$ cat config.mk
export PLATFORM = sky130hd
export DESIGN_NAME = aux_dma_readout
export DESIGN_NICKNAME = d
export VERILOG_FILES = /design/src/include/aux_dma_pkg.sv /design/src/hdl/aux_dma_readout.sv
export SDC_FILE = /design/constraint.sdc
export NUM_CORES = 2
export LEC_CHECK = 0
export BUFFER_PORTS_ARGS = -buffer_cell sky130_fd_sc_hd__buf_2
export CORE_UTILIZATION = 40
export DETAILED_ROUTE_END_ITERATION = 10
export GPL_ROUTABILITY_DRIVEN = 0
export PLACE_DENSITY_LB_ADDON = 0.2
export SYNTH_ARGS = -nofsm -noshare
export SYNTH_HDL_FRONTEND = slang
export SYNTH_SLANG_ARGS = --single-unit
$ cat constraint.sdc
create_clock -name mclk -period 12.9 [get_ports mclk]
set_input_delay 1.29 -clock mclk [delete_from_list [all_inputs] [get_ports mclk]]
set_output_delay 1.29 -clock mclk [all_outputs]
set_load 0.05 [all_outputs]
$ cat src/include/aux_dma_pkg.sv
package aux_dma_pkg;
	localparam int ADDR_W = 12;
	localparam int DATA_W = 32;
	localparam int IDX_W = 10;

	// Register indices; the byte address is four times the index
	localparam logic [IDX_W-1:0] IDX_CMD = 10'h064;
	localparam logic [IDX_W-1:0] IDX_STATUS = 10'h06E;
	localparam logic [IDX_W-1:0] IDX_AUX_USER_LEN = 10'h0D2;
	localparam logic [IDX_W-1:0] IDX_AUX_USER_POS = 10'h0D3;
	localparam logic [IDX_W-1:0] IDX_AUX_FREED = 10'h0D4;
	localparam logic [IDX_W-1:0] IDX_STAMP_USER_LEN = 10'h0DC;
	localparam logic [IDX_W-1:0] IDX_STAMP_USER_POS = 10'h0DD;
	localparam logic [IDX_W-1:0] IDX_STAMP_FREED = 10'h0DE;
	localparam logic [IDX_W-1:0] IDX_BUF_LEN = 10'h0F0;
	localparam logic [IDX_W-1:0] IDX_NOTIFY = 10'h0F1;
	localparam logic [IDX_W-1:0] IDX_WAIT_LIMIT = 10'h0F2;

	// Command word bit positions
	localparam int CMD_START = 20;
	localparam int CMD_WAIT = 21;
	localparam int CMD_HALT = 22;
	localparam int CMD_POLL = 23;
	localparam logic [DATA_W-1:0] AUX_CMD_MASK = 32'h00F0_0000;

	// Status word bit positions
	localparam int ST_BLOCK = 12;
	localparam int ST_DONE = 13;
	localparam int ST_OVERRUN = 14;
	localparam int ST_ERROR = 15;
	localparam int ST_WAIT_TIMEOUT = 16;
	localparam int ST_RUNNING = 17;
	localparam int ST_POLL = 18;
	localparam int ST_WAITING = 19;

	localparam logic [DATA_W-1:0] BUF_LEN_RST = 32'h0000_1000;
	localparam logic [DATA_W-1:0] NOTIFY_RST = 32'h0000_0000;
	localparam logic [DATA_W-1:0] WAIT_LIMIT_RST = 32'h0000_0000;
	localparam logic [DATA_W-1:0] WORD_BYTES = 32'h0000_0004;

	localparam int FIFO_DEPTH = 16;
	localparam int PTR_W = 4;
	localparam logic [PTR_W:0] FIFO_FULL_CNT = 5'h10;
	localparam logic STREAM_STAMP = 1'b0;
	localparam logic STREAM_SLOW = 1'b1;
endpackage

$ cat src/hdl/aux_dma_readout.sv
`timescale 1ns/1ps
module aux_dma_readout
	import aux_dma_pkg::*;
(
	input wire logic mclk,
	input wire logic rstn,
	input wire logic ce,
	input wire logic psel,
	input wire logic penable,
	input wire logic pwrite,
	input wire logic [ADDR_W-1:0] paddr,
	input wire logic [DATA_W-1:0] pwdata,
	output logic [DATA_W-1:0] prdata,
	output logic pready,
	output logic pslverr,
	input wire logic entry_valid,
	input wire logic entry_stream,
	input wire logic [DATA_W-1:0] entry_data,
	input wire logic replay_underrun,
	output logic dma_valid,
	output logic dma_stream,
	output logic [DATA_W-1:0] dma_offset,
	output logic [DATA_W-1:0] dma_data,
	input wire logic dma_ready,
	input wire logic dma_err,
	output logic card_cmd_valid,
	output logic [DATA_W-1:0] card_cmd,
	output logic data_event
);

	function automatic logic hit(input logic [ADDR_W-1:0] a, input logic [IDX_W-1:0] idx);
		return a[ADDR_W-1:2] == idx;
	endfunction

	// Assumes len > 0 and step <= len
	function automatic logic [DATA_W-1:0] ring_adv(input logic [DATA_W-1:0] pos,
		input logic [DATA_W-1:0] step, input logic [DATA_W-1:0] len);
		logic [DATA_W-1:0] sum;
		sum = pos + step;
		return (sum >= len) ? sum - len : sum;
	endfunction

	logic [DATA_W-1:0] buf_len, notify_size, wait_limit, wait_cnt;
	logic running, poll_mode, waiting;
	logic flag_block, flag_done, flag_ovr, flag_err, flag_wait_to;
	logic [DATA_W-1:0] user_len [2];
	logic [DATA_W-1:0] user_pos [2];
	logic [DATA_W-1:0] card_len [2];
	logic [DATA_W-1:0] wpos [2];
	logic [DATA_W-1:0] pend [2];
	logic [DATA_W-1:0] next_user_len [2];
	logic [DATA_W-1:0] next_user_pos [2];
	logic [DATA_W-1:0] next_card_len [2];
	logic [DATA_W-1:0] next_wpos [2];
	logic [DATA_W-1:0] next_pend [2];
	logic publish [2];
	logic fill_end [2];
	logic freed_wr [2];
	logic drain_rd [2];
	logic [DATA_W:0] fifo_mem [FIFO_DEPTH];
	logic [PTR_W-1:0] rd_ptr, wr_ptr;
	logic [PTR_W:0] fifo_cnt;
	logic wr_acc, rd_setup, cmd_wr, start_cmd, halt_cmd, wait_cmd, poll_cmd;
	logic mapped, head_stream, beat, push, fifo_full, ovr_evt, err_evt, wait_met;

	assign pready = ce;
	assign wr_acc = ce & psel & penable & pwrite;
	assign rd_setup = ce & psel & ~penable & ~pwrite;
	assign cmd_wr = wr_acc & hit(paddr, IDX_CMD);
	assign halt_cmd = cmd_wr & pwdata[CMD_HALT];
	assign start_cmd = cmd_wr & (pwdata[CMD_START] | pwdata[CMD_POLL]) & ~pwdata[CMD_HALT];
	assign poll_cmd = cmd_wr & pwdata[CMD_POLL];
	assign wait_cmd = cmd_wr & pwdata[CMD_WAIT] & ~pwdata[CMD_HALT];
	assign freed_wr[STREAM_STAMP] = wr_acc & hit(paddr, IDX_STAMP_FREED);
	assign freed_wr[STREAM_SLOW] = wr_acc & hit(paddr, IDX_AUX_FREED);
	assign drain_rd[STREAM_STAMP] = rd_setup & hit(paddr, IDX_STAMP_USER_LEN);
	assign drain_rd[STREAM_SLOW] = rd_setup & hit(paddr, IDX_AUX_USER_LEN);

	// Read-only registers refuse writes and write-only ones refuse reads
	always_comb begin
		mapped = 1'b0;
		if (pwrite) begin
			mapped = hit(paddr, IDX_CMD) | hit(paddr, IDX_AUX_FREED) |
				hit(paddr, IDX_STAMP_FREED) | hit(paddr, IDX_BUF_LEN) |
				hit(paddr, IDX_NOTIFY) | hit(paddr, IDX_WAIT_LIMIT);
		end else begin
			mapped = hit(paddr, IDX_STATUS) | hit(paddr, IDX_AUX_USER_LEN) |
				hit(paddr, IDX_AUX_USER_POS) | hit(paddr, IDX_STAMP_USER_LEN) |
				hit(paddr, IDX_STAMP_USER_POS) | hit(paddr, IDX_BUF_LEN) |
				hit(paddr, IDX_NOTIFY) | hit(paddr, IDX_WAIT_LIMIT);
		end
	end
	assign pslverr = psel & penable & ~mapped;

	// Shared FIFO: entries of both streams in arrival order, tagged by stream
	assign fifo_full = (fifo_cnt == FIFO_FULL_CNT);
	assign push = ce & entry_valid & ~fifo_full;
	assign head_stream = fifo_mem[rd_ptr][DATA_W];
	// Card to host only; offsets start at zero of the buffer
	assign dma_valid = ce & running & (fifo_cnt != '0) & (card_len[head_stream] >= WORD_BYTES);
	assign dma_stream = head_stream;
	assign dma_data = fifo_mem[rd_ptr][DATA_W-1:0];
	assign dma_offset = wpos[head_stream];
	assign beat = dma_valid & dma_ready;
	assign ovr_evt = ce & running & ((entry_valid & fifo_full) | replay_underrun);
	assign err_evt = ce & running & dma_err;

	always_ff @(posedge mclk or negedge rstn) begin
		if (!rstn) begin
			rd_ptr <= '0;
			wr_ptr <= '0;
			fifo_cnt <= '0;
		end else if (ce) begin
			if (halt_cmd) begin // Flushed data is invalid
				rd_ptr <= '0;
				wr_ptr <= '0;
				fifo_cnt <= '0;
			end else begin
				if (push)
					wr_ptr <= wr_ptr + 1'b1;
				if (beat)
					rd_ptr <= rd_ptr + 1'b1;
				fifo_cnt <= fifo_cnt + {4'h0, push} - {4'h0, beat};
			end
		end
	end

	always_ff @(posedge mclk) begin
		if (push)
			fifo_mem[wr_ptr] <= {entry_stream, entry_data};
	end

	// Per-stream ring bookkeeping; no state shared with the sample engine
	always_comb begin
		logic [DATA_W-1:0] inc;
		logic [DATA_W-1:0] fr;
		inc = '0;
		fr = '0;
		for (int s = 0; s < 2; s++) begin
			inc = (beat && head_stream == s[0]) ? WORD_BYTES : '0;
			publish[s] = 1'b0;
			fill_end[s] = 1'b0;
			next_pend[s] = pend[s] + inc;
			next_user_len[s] = user_len[s];
			next_card_len[s] = card_len[s] - inc; // Runs until granted space is used
			next_wpos[s] = ring_adv(wpos[s], inc, buf_len); // Word steps; a stamp spans two
			if (poll_mode && drain_rd[s]) begin // Word granularity drain
				next_user_len[s] = user_len[s] + next_pend[s];
				next_pend[s] = '0;
			end else if (!poll_mode && notify_size != '0 && pend[s] >= notify_size) begin
				next_user_len[s] = user_len[s] + notify_size;
				next_pend[s] = next_pend[s] - notify_size;
				publish[s] = 1'b1;
			end else if (notify_size == '0 && inc != '0 && card_len[s] == WORD_BYTES) begin
				next_user_len[s] = user_len[s] + next_pend[s];
				next_pend[s] = '0;
				fill_end[s] = 1'b1;
			end
			fr = (pwdata > next_user_len[s]) ? next_user_len[s] : pwdata;
			if (!freed_wr[s])
				fr = '0;
			next_user_len[s] = next_user_len[s] - fr;
			next_user_pos[s] = ring_adv(user_pos[s], fr, buf_len);
			next_card_len[s] = next_card_len[s] + fr;
		end
	end

	always_ff @(posedge mclk or negedge rstn) begin
		if (!rstn) begin
			for (int s = 0; s < 2; s++) begin
				user_len[s] <= '0;
				user_pos[s] <= '0;
				card_len[s] <= '0;
				wpos[s] <= '0;
				pend[s] <= '0;
			end
		end else if (ce) begin
			for (int s = 0; s < 2; s++) begin
				if (start_cmd) begin // Fresh ring: nothing for the user, all for the card
					user_len[s] <= '0;
					user_pos[s] <= '0;
					card_len[s] <= buf_len;
					wpos[s] <= '0;
					pend[s] <= '0;
				end else if (halt_cmd) begin
					pend[s] <= '0;
				end else begin
					user_len[s] <= next_user_len[s];
					user_pos[s] <= next_user_pos[s];
					card_len[s] <= next_card_len[s];
					wpos[s] <= next_wpos[s];
					pend[s] <= next_pend[s];
				end
			end
		end
	end

	// Run control; poll and DMA share one engine, software picks one
	always_ff @(posedge mclk or negedge rstn) begin
		if (!rstn) begin
			running <= 1'b0;
			poll_mode <= 1'b0;
		end else if (ce) begin
			if (halt_cmd || ovr_evt || err_evt || fill_end[0] || fill_end[1]) begin
				running <= 1'b0;
			end else if (start_cmd) begin
				running <= 1'b1;
				poll_mode <= poll_cmd;
			end
		end
	end

	// Sticky flags cleared by a start; a set in the same cycle wins
	always_ff @(posedge mclk or negedge rstn) begin
		if (!rstn) begin
			flag_block <= 1'b0;
			flag_done <= 1'b0;
			flag_ovr <= 1'b0;
			flag_err <= 1'b0;
		end else if (ce) begin
			flag_block <= publish[0] | publish[1] |
				(flag_block & ~start_cmd & ~wait_cmd);
			flag_done <= fill_end[0] | fill_end[1] | (flag_done & ~start_cmd);
			flag_ovr <= ovr_evt | (flag_ovr & ~start_cmd);
			flag_err <= err_evt | (flag_err & ~start_cmd);
		end
	end

	assign wait_met = flag_done | flag_block | publish[0] | publish[1] | fill_end[0] | fill_end[1];

	always_ff @(posedge mclk or negedge rstn) begin
		if (!rstn) begin
			waiting <= 1'b0;
			wait_cnt <= '0;
			flag_wait_to <= 1'b0;
		end else if (ce) begin
			if (wait_cmd) begin
				waiting <= 1'b1;
				wait_cnt <= '0;
				flag_wait_to <= 1'b0;
			end else if (waiting) begin
				wait_cnt <= wait_cnt + 32'h0000_0001;
				if (wait_met || halt_cmd || !running) begin
					waiting <= 1'b0;
				end else if (wait_limit != '0 && wait_cnt == wait_limit - 32'h0000_0001) begin
					waiting <= 1'b0;
					flag_wait_to <= 1'b1;
				end
			end
		end
	end

	// Non-auxiliary codes of the same write go on to the card and sample logic
	always_ff @(posedge mclk or negedge rstn) begin
		if (!rstn) begin
			card_cmd_valid <= 1'b0;
			card_cmd <= '0;
			data_event <= 1'b0;
		end else if (ce) begin
			card_cmd_valid <= cmd_wr & ((pwdata & ~AUX_CMD_MASK) != '0);
			card_cmd <= pwdata & ~AUX_CMD_MASK;
			data_event <= publish[0] | publish[1] | fill_end[0] | fill_end[1];
		end
	end

	always_ff @(posedge mclk or negedge rstn) begin
		if (!rstn) begin
			buf_len <= BUF_LEN_RST;
			notify_size <= NOTIFY_RST;
			wait_limit <= WAIT_LIMIT_RST;
		end else if (wr_acc) begin
			if (hit(paddr, IDX_BUF_LEN))
				buf_len <= pwdata;
			if (hit(paddr, IDX_NOTIFY))
				notify_size <= pwdata;
			if (hit(paddr, IDX_WAIT_LIMIT))
				wait_limit <= pwdata;
		end
	end

	// Read data is captured in the setup cycle so it stands through the access cycle
	always_ff @(posedge mclk or negedge rstn) begin
		if (!rstn) begin
			prdata <= '0;
		end else if (rd_setup) begin
			prdata <= '0;
			if (hit(paddr, IDX_STATUS)) begin
				prdata[ST_BLOCK] <= flag_block;
				prdata[ST_DONE] <= flag_done;
				prdata[ST_OVERRUN] <= flag_ovr;
				prdata[ST_ERROR] <= flag_err;
				prdata[ST_WAIT_TIMEOUT] <= flag_wait_to;
				prdata[ST_RUNNING] <= running;
				prdata[ST_POLL] <= poll_mode;
				prdata[ST_WAITING] <= waiting;
			end
			if (hit(paddr, IDX_STAMP_USER_LEN))
				prdata <= next_user_len[STREAM_STAMP];
			if (hit(paddr, IDX_AUX_USER_LEN))
				prdata <= next_user_len[STREAM_SLOW];
			if (hit(paddr, IDX_STAMP_USER_POS))
				prdata <= user_pos[STREAM_STAMP];
			if (hit(paddr, IDX_AUX_USER_POS))
				prdata <= user_pos[STREAM_SLOW];
			if (hit(paddr, IDX_BUF_LEN))
				prdata <= buf_len;
			if (hit(paddr, IDX_NOTIFY))
				prdata <= notify_size;
			if (hit(paddr, IDX_WAIT_LIMIT))
				prdata <= wait_limit;
		end
	end

	property p_start_fresh;
		@(posedge mclk) disable iff (!rstn)
		start_cmd |=> running && user_len[0] == '0 && user_len[1] == '0 &&
			card_len[0] == buf_len && card_len[1] == buf_len;
	endproperty
	a_start_fresh: assert property (p_start_fresh) else $error("start did not reset ring");

	property p_halt;
		@(posedge mclk) disable iff (!rstn)
		halt_cmd |=> !running && fifo_cnt == '0 && !dma_valid;
	endproperty
	a_halt: assert property (p_halt) else $error("halt left transfer running");

	property p_overrun;
		@(posedge mclk) disable iff (!rstn)
		(running && ce && entry_valid && fifo_full) |=> flag_ovr && !running;
	endproperty
	a_overrun: assert property (p_overrun) else $error("overrun not flagged or not stopped");

	property p_error;
		@(posedge mclk) disable iff (!rstn)
		err_evt |=> flag_err && !running [*2];
	endproperty
	a_error: assert property (p_error) else $error("internal error not flagged");

	property p_block_event;
		@(posedge mclk) disable iff (!rstn)
		(publish[0] && !start_cmd) |=> flag_block && data_event &&
			user_len[0] >= $past(notify_size);
	endproperty
	a_block_event: assert property (p_block_event) else $error("block not announced");

	property p_done;
		@(posedge mclk) disable iff (!rstn)
		$rose(flag_done) |-> $past(notify_size) == '0 && !running;
	endproperty
	a_done: assert property (p_done) else $error("done flag with nonzero notify");

	property p_timeout;
		@(posedge mclk) disable iff (!rstn)
		$rose(flag_wait_to) |-> !waiting && $past(waiting) && $past(wait_limit) != '0;
	endproperty
	a_timeout: assert property (p_timeout) else $error("timeout without a wait");

	property p_dma_hold;
		@(posedge mclk) disable iff (!rstn)
		(dma_valid && !dma_ready && !halt_cmd && !ovr_evt && !err_evt && !start_cmd) ##1 ce |->
			dma_valid && $stable(dma_data) && $stable(dma_offset);
	endproperty
	a_dma_hold: assert property (p_dma_hold) else $error("dma request dropped");

	property p_card_cmd;
		@(posedge mclk) disable iff (!rstn)
		(cmd_wr && (pwdata & ~AUX_CMD_MASK) != '0) |=>
			card_cmd_valid && card_cmd == $past(pwdata & ~AUX_CMD_MASK);
	endproperty
	a_card_cmd: assert property (p_card_cmd) else $error("card code not forwarded");
endmodule

* After elaboration in Yosys (flattened, before gate mapping)
Memory sizes are Yosys's and may differ from the RTL's.
Cells that the tools add are included.
** Storage, ports and cells
- Register bits :: 531
- Latch bits :: 0
- Bits in writable memories :: 528
- ROM bits :: 0
- Input bits :: 87
- Output and inout port bits :: 134
- Word-level logic and storage cells :: 283
- Memories kept :: 1
** Cells by class
- $add $sub $neg :: 28
- Multipliers :: 0
- Div/mod/pow operators :: 0
- Order comparisons :: 10
- Equality and inequality tests :: 17
- Shift operators :: 0
- Multiplexer cells :: 86
- Bitwise logic cells :: 70
- Reduce and logical (&&, ||, !) cells :: 42
** Memories
- fifo_mem :: depth 16, width 33, rd ports 1, clocked after memory_dff 0, write ports 1, RTL line aux_dma_readout.sv:60 : logic [DATA_W:0] fifo_mem [FIFO_DEPTH];
** Operators with widths (number)
- 32-bit two-way mux :: 55
- 32-bit adder :: 8
- 32-bit subtractor :: 8
- 32-bit greater-or-equal comparator :: 6
- 32-bit nonzero test :: 5
- 32-bit by 3-bit adder with 32-bit output :: 4
- 10-bit by 8-bit equality test with 1-bit output, second input constant :: 9
- 32-bit by 3-bit equality test with 1-bit output, second input constant :: 2
- 32-bit greater-than comparator :: 2
- 32-bit by 3-bit subtractor with 32-bit output :: 2
- 1-bit AND :: 33
- 32-bit by 1-bit adder with 32-bit output, second input constant :: 1
- 32-bit equality test :: 1
- 32-bit by 3-bit greater-or-equal comparator with 1-bit output, second input constant :: 1
- 32-bit logical NOT :: 1
- 32-bit by 1-bit subtractor with 32-bit output, second input constant :: 1
- 1-bit OR :: 27
- 1-bit two-way mux :: 23
- 10-bit by 7-bit equality test with 1-bit output, second input constant :: 2
- 4-bit two-way mux :: 4
- 2-bit AND reduction :: 8
- 1-bit logical AND :: 12
- 2-bit nonzero test :: 5
- 1-bit NOT :: 9
- other kinds (15) :: 24

* Longest topological paths before layout
An unclocked memory read counts as a cell.
- Depth in word-level cells :: 27
- Depth in mapped cells :: 68
- Mapped depth without buffers :: 63

* Worst setup path after synthesis
Ideal clock, no wire load.
- Path type :: reg2reg
- Start point :: register rd_ptr[2]
- End point :: register user_pos[10] (netlist name)
- Setup time :: 133 ps
- Arrival time :: 13367 ps
- Data required time :: 12767 ps
- Slack :: -600 ps
- Stages on the path, launching flop included :: 66
- Path buffers :: 9
- Period minus slack after synthesis :: 13500 ps
- Cells stage by stage :: dfrtp_1 -> clkbuf_1 -> mux4_2 -> mux4_2 -> buf_1 -> clkbuf_1 -> and3_1 -> ha_1 -> ha_1 -> nand3_1 -> or2_2 -> clkbuf_1 -> nor3_1 -> xor2_1 -> ha_1 -> a21o_1 -> a211o_1 -> nor4_1 -> [30 not listed] -> a21oi_1 -> xnor2_1 -> ha_1 -> a21o_1 -> a21oi_1 -> o21bai_1 -> a21o_1 -> a211o_1 -> a31oi_1 -> o21bai_1 -> o31a_1 -> o2111ai_1 -> o2bb2ai_1 -> clkbuf_1 -> buf_1 -> nor2_1 -> a21oi_1 -> o21ai_0
** On the way
- Longest elaborated chain between the ends :: 24
- Elaborated cells on any way between the ends :: 27
- Classes of those cells :: add/sub: 4; order compare: 3; mux: 12; bitwise: 3; reduce/logical: 4; memory: 1
** RTL lines
- start, declared :: RTL line aux_dma_readout.sv:61 : logic [PTR_W-1:0] rd_ptr, wr_ptr;
- start signal, assigned :: RTL line aux_dma_readout.sv:122 : rd_ptr <= rd_ptr + 1'b1;
- memory 16 x 33 bit *
- named net dma_stream :: RTL line aux_dma_readout.sv:21 : output logic dma_stream,
- 1-bit NOT with 2-bit output (implied by the code) :: RTL line aux_dma_readout.sv:100 : assign dma_valid = ce & running & (fifo_cnt != '0) & (card_len[head_stream] >= WORD_BYTES);
- 32-bit two-way mux (implied by the code) (3 in series) :: RTL line aux_dma_readout.sv:100
- 32-bit by 3-bit greater-or-equal comparator with 1-bit output :: RTL line aux_dma_readout.sv:100
- 1-bit AND :: RTL line aux_dma_readout.sv:100
- 1-bit AND :: RTL line aux_dma_readout.sv:104 : assign beat = dma_valid & dma_ready;
- 1-bit logical AND * :: RTL line aux_dma_readout.sv:140 : inc = (beat && head_stream == s[0]) ? WORD_BYTES : '0;
- [7 not listed]
- 32-bit greater-than comparator :: RTL line aux_dma_readout.sv:159 : fr = (pwdata > next_user_len[s]) ? next_user_len[s] : pwdata;
- 32-bit two-way mux * :: RTL line aux_dma_readout.sv:159
- 32-bit two-way mux * :: RTL line aux_dma_readout.sv:160 : if (!freed_wr[s])
- 32-bit adder * :: RTL line aux_dma_readout.sv:39 : sum = pos + step;
- 32-bit subtractor or 32-bit greater-or-equal comparator (tied branches) :: RTL line aux_dma_readout.sv:40 : return (sum >= len) ? sum - len : sum;
- 32-bit two-way mux * :: RTL line aux_dma_readout.sv:40
- 32-bit two-way mux * :: RTL line aux_dma_readout.sv:185 : end else if (halt_cmd) begin
- 32-bit two-way mux * :: RTL line aux_dma_readout.sv:179 : if (start_cmd) begin
- end signal, assigned by index :: RTL line aux_dma_readout.sv:189 : user_pos[s] <= next_user_pos[s];
- end, declared :: RTL line aux_dma_readout.sv:47 : logic [DATA_W-1:0] user_pos [2];
Mark *: on every way through the listed nets, which the timed path passes. The select of a mux whose other input is x is not followed.
A chain may end at the register's enable or synchronous reset.

* Final worst setup path
- Start point :: register rd_ptr[0]
- End point :: register user_pos[63] (netlist name)
** On the way
- Longest elaborated chain between the ends :: 24
- Elaborated cells on any way between the ends :: 28
- Classes of those cells :: add/sub: 4; order compare: 3; mux: 12; bitwise: 4; reduce/logical: 4; memory: 1
** RTL lines (RTL line)
- memory 16 x 33 bit *
- 1-bit NOT with 2-bit output (implied by the code) :: aux_dma_readout.sv:100
- 32-bit two-way mux (implied by the code) (3 in series) :: aux_dma_readout.sv:100
- 32-bit by 3-bit greater-or-equal comparator with 1-bit output :: aux_dma_readout.sv:100
- 1-bit AND :: aux_dma_readout.sv:100
- 1-bit AND :: aux_dma_readout.sv:104
- 1-bit logical AND * :: aux_dma_readout.sv:140
- 3-bit two-way mux * :: aux_dma_readout.sv:140
- [6 not listed]
- 32-bit greater-than comparator :: aux_dma_readout.sv:159
- 32-bit two-way mux * :: aux_dma_readout.sv:159
- 32-bit two-way mux * :: aux_dma_readout.sv:160
- 32-bit adder * :: aux_dma_readout.sv:39
- 32-bit subtractor or 32-bit greater-or-equal comparator (tied branches) :: aux_dma_readout.sv:40
- 32-bit two-way mux * :: aux_dma_readout.sv:40
- 32-bit two-way mux * :: aux_dma_readout.sv:185
- 32-bit two-way mux * :: aux_dma_readout.sv:179
Mark *: on every way between the ends. The select of a mux whose other input is x is not followed.

==> out/metrics.yaml <==
layout_cell_share_with_drive_strength_beyond_1: 0.2167
final.period_utilization: 0.9926
final_report_max_slew_violation_count: 0
chipWidth_um: 442.8
coreArea_sq_um: 192800
row_count: 161
tritoncts: "built"
timing.final.hold_violations: 0
final_stage_net_count: 10115
report.final.setup_viol: 0
path_max_fanout: 29
io_buffers: 214
clockRootBuffer: "sky130_fd_sc_hd__clkbuf_16"
routed_wire_length_per_instance_um: 26.10
dp_worst_setup_slack_ns: -1.138
result_of_the_run: "complete, no violations"
initial_core_util: 0.4031
cp_data_arrival_time_ns: 13.45
grt_start_max_net_pins: 159
drc: 0
dr.pass1.iters: 7
clock_skew_ns: 0.1176
stdcell_area_sq_um: 95430
sequential_area_share_after_synthesis: 0.3750
timing.fmax_mhz: 78.09
number_of_distinct_library_cells_after_synthesis: 94
ir_drop_uv: 141.5
grt_first_pass_wirelength_um: 449200
area_growth_syn_to_layout_pct: 22.80
timing.final.crit_period_ns: 12.81
drt-initial-drc-count: 7189
power.static_leakage_uw: 0.04273
worst_setup_sp_type: "flop"
die_h_um: 442.8
cp.buffers_inverters: 13
io_pins: 221
post-dp-hpwl_um: 231600
power_density_over_the_cells_nw_per_um2: 151.3
fin_setup_tns_ns: 0
critical-path-slowest-cell: "sky130_fd_sc_hd__mux4_2"
critical_path.top_delay_family: "simple AND/OR/NAND/NOR gates"
synthFlopType: "sky130_fd_sc_hd__dfrtp_1"
post_synthesis_cell_area_sq_um: 77710
max_cap_viol: 0
area_of_combinational_cells_with_multiple_inputs_sq_um: 47860
crit_path_max_incr_delay_ns: 0.52
tritoncts_buffer_count: 121
post_synth_inst_count: 8213
worstSetupEndpointType: "flop"
area.sequential_sq_um: 29160
yosysWarnings: 0
ctsHtreeMaxLevel: 3
finalWorstSetupSlack_ns: 0.09491
synth.ff_latch_count: 1059
grt_setup_unrepaired: "true"
grt_use_total: 0.3082
ys_async_sr_fraction: 0.5014
grt_antenna_before_repair: 17
cts_buffer_depth: 3
hold_class: "reg -> reg"
via_count: 71768
slew-limit-headroom: 0.05790
globalRouteOverflowTotal: 0
drtAntennaViolNets: 0
synth-edff-count: 528
worst_setup_hold_path_clk_slew_ns: 0.06
dieArea_sq_um: 196000
clock_net_sink_count: 1059
post_synth.cell_area_avg_sq_um: 9.462
worst_slew_pin_slew_ns: 1.401
path_class: "reg -> reg"
first_global_vias: 69632
via_per_inst: 6.011
route.final.wire_length_um: 311700
final.fill_count: 17605
worst_skew_pair.late_latency_ns: 0.84
cp.required_ns: 13.55
place_area_sq_um: 88560
-- final timing paths --
check,slack [ns],end,from,cells past startpoint
max,0.09,user_pos[63]$_DFFE_PN0P_,rd_ptr[0]$_DFFE_PN0P_,60
min,0.48,prdata[0]$_DFFE_PN0P_,prdata[0]$_DFFE_PN0P_,2
max reg2reg,0.09,user_pos[63]$_DFFE_PN0P_,rd_ptr[0]$_DFFE_PN0P_,60
min reg2reg,0.48,prdata[0]$_DFFE_PN0P_,prdata[0]$_DFFE_PN0P_,2
max in group asynchronous,9.99,user_pos[28]$_DFFE_PN0P_,rstn,3
min in group asynchronous,0.50,pend[1]$_DFFE_PN0P_,rstn,1
-- final cells by class --
cell class,count,area share
multi-input cells,6370,0.5016
flip-flops and latches,1059,0.3055
repair buffers,1282,0.09883
well taps,2526,0.03312
clock buffers,142,0.03297
inverters,472,0.01859
clock inverters,81,0.009204
diodes,8,0.0002098
-- synthesized netlist by cell type (all sizes together), types with 59 or more instances --
cell	count	area, sq um
edfxtp	528	15860
a21o	236	1772
nand3	185	925.9
o21bai	65	488.0
o21a	104	780.8
a211oi	97	733.2
a31oi	83	519.3
inv	472	1772
dfrtp	530	13260
and3	94	588.1
a221oi	68	595.6
a22oi	104	780.8
nand4	85	531.8
clkbuf	256	960.9
mux2	128	1441
nor4	69	444.2
nand2	679	2551
nor3	146	742.0
xnor2	368	3231
o21ai	652	3263
xor2	224	1962
buf	59	254.0
a21oi	585	2928
nor2	575	2161
mux2i	202	2022
ha	705	8821
nand2b	113	706.9
mux4	69	1554
-- metrics by stage --
stage                     utilization  std cells  power (uW)  hold WS [ns]
after global routing           0.4949      11932       15190        0.4996
after detailed placement       0.4594      11619       10510        0.4680
after CTS                      0.4849      11870       14130        0.4818
after global placement         0.4594      11619       10370        0.4562
after floorplan                     -       8216        8331        0.4488
final                          0.4950      11940       14440        0.4767
-- tightest hold or removal path: cells and delay by family (launching register included) --
kind / cells / cell delay (ns)
simple gates: 1 / 0.04
compound gates: 1 / 0.06
flops: 1 / 0.34
-- placed cells by master, fill, tap and decap left out, types with 199 or more instances in the layout --
| cell | count |
|---|---|
| sky130_fd_sc_hd__buf_4 | 1031 |
| sky130_fd_sc_hd__ha_1 | 666 |
| sky130_fd_sc_hd__nand2_1 | 665 |
| sky130_fd_sc_hd__o21ai_0 | 579 |
| sky130_fd_sc_hd__a21oi_1 | 553 |
| sky130_fd_sc_hd__nor2_1 | 541 |
| sky130_fd_sc_hd__edfxtp_1 | 528 |
| sky130_fd_sc_hd__dfrtp_1 | 525 |
| sky130_fd_sc_hd__inv_1 | 459 |
| sky130_fd_sc_hd__xnor2_1 | 343 |
| sky130_fd_sc_hd__a21o_1 | 236 |
| sky130_fd_sc_hd__buf_2 | 212 |
| sky130_fd_sc_hd__xor2_1 | 210 |
| sky130_fd_sc_hd__mux2i_1 | 199 |
-- power breakdown --
part / internal [uW] / switching (uW) / leakage, uW
sequential: 3870 / 328 / 0.0115
clock: 1960 / 1580 / 0.00192
combinational: 3000 / 3700 / 0.0293
total: 8830 / 5610 / 0.0427
-- per-layer routing --
layer	vias to the layer above	wire (um)	track usage
li1	32672	-	-
met1	35013	123700	0.3853
met2	3187	135600	0.4784
met3	874	26240	0.06007
met4	22	25950	0.2168
met5	-	134	0
-- flip-flops by register name (all words and copies together) (netlist names), 5 cells and up --
signal,count
wpos,64
prdata,32
user_len,64
fifo_cnt,5
fifo_mem,528
wait_cnt,32
card_cmd,28
card_len,64
notify_size,32
wait_limit,32
user_pos,64
buf_len,32
pend,64
-- timing repair --
item / CTS / global route
hold buffers: 0 / 0
setup buffers: 26 / 59
resized for setup: 134 / 303
gates cloned: 2 / 6
pin swaps: 46 / 180
setup endpoints to repair: 64 / 64
-- logic make-up (layout without fill, tap and decap cells) --
kind of cell    Yosys count  count (layout)  synth area share
flops                  1059            1059            0.3750
other cells               1              12        0.00004826
simple gates           2204            2204            0.1344
compound gates         2446            2447            0.2021
fa+ha+maj               722             722            0.1179
buf+inv                 788            1977           0.03856
mux                     399             399           0.06456
xor+xnor                594             594           0.06740
(Power assumes the default switching activity.)
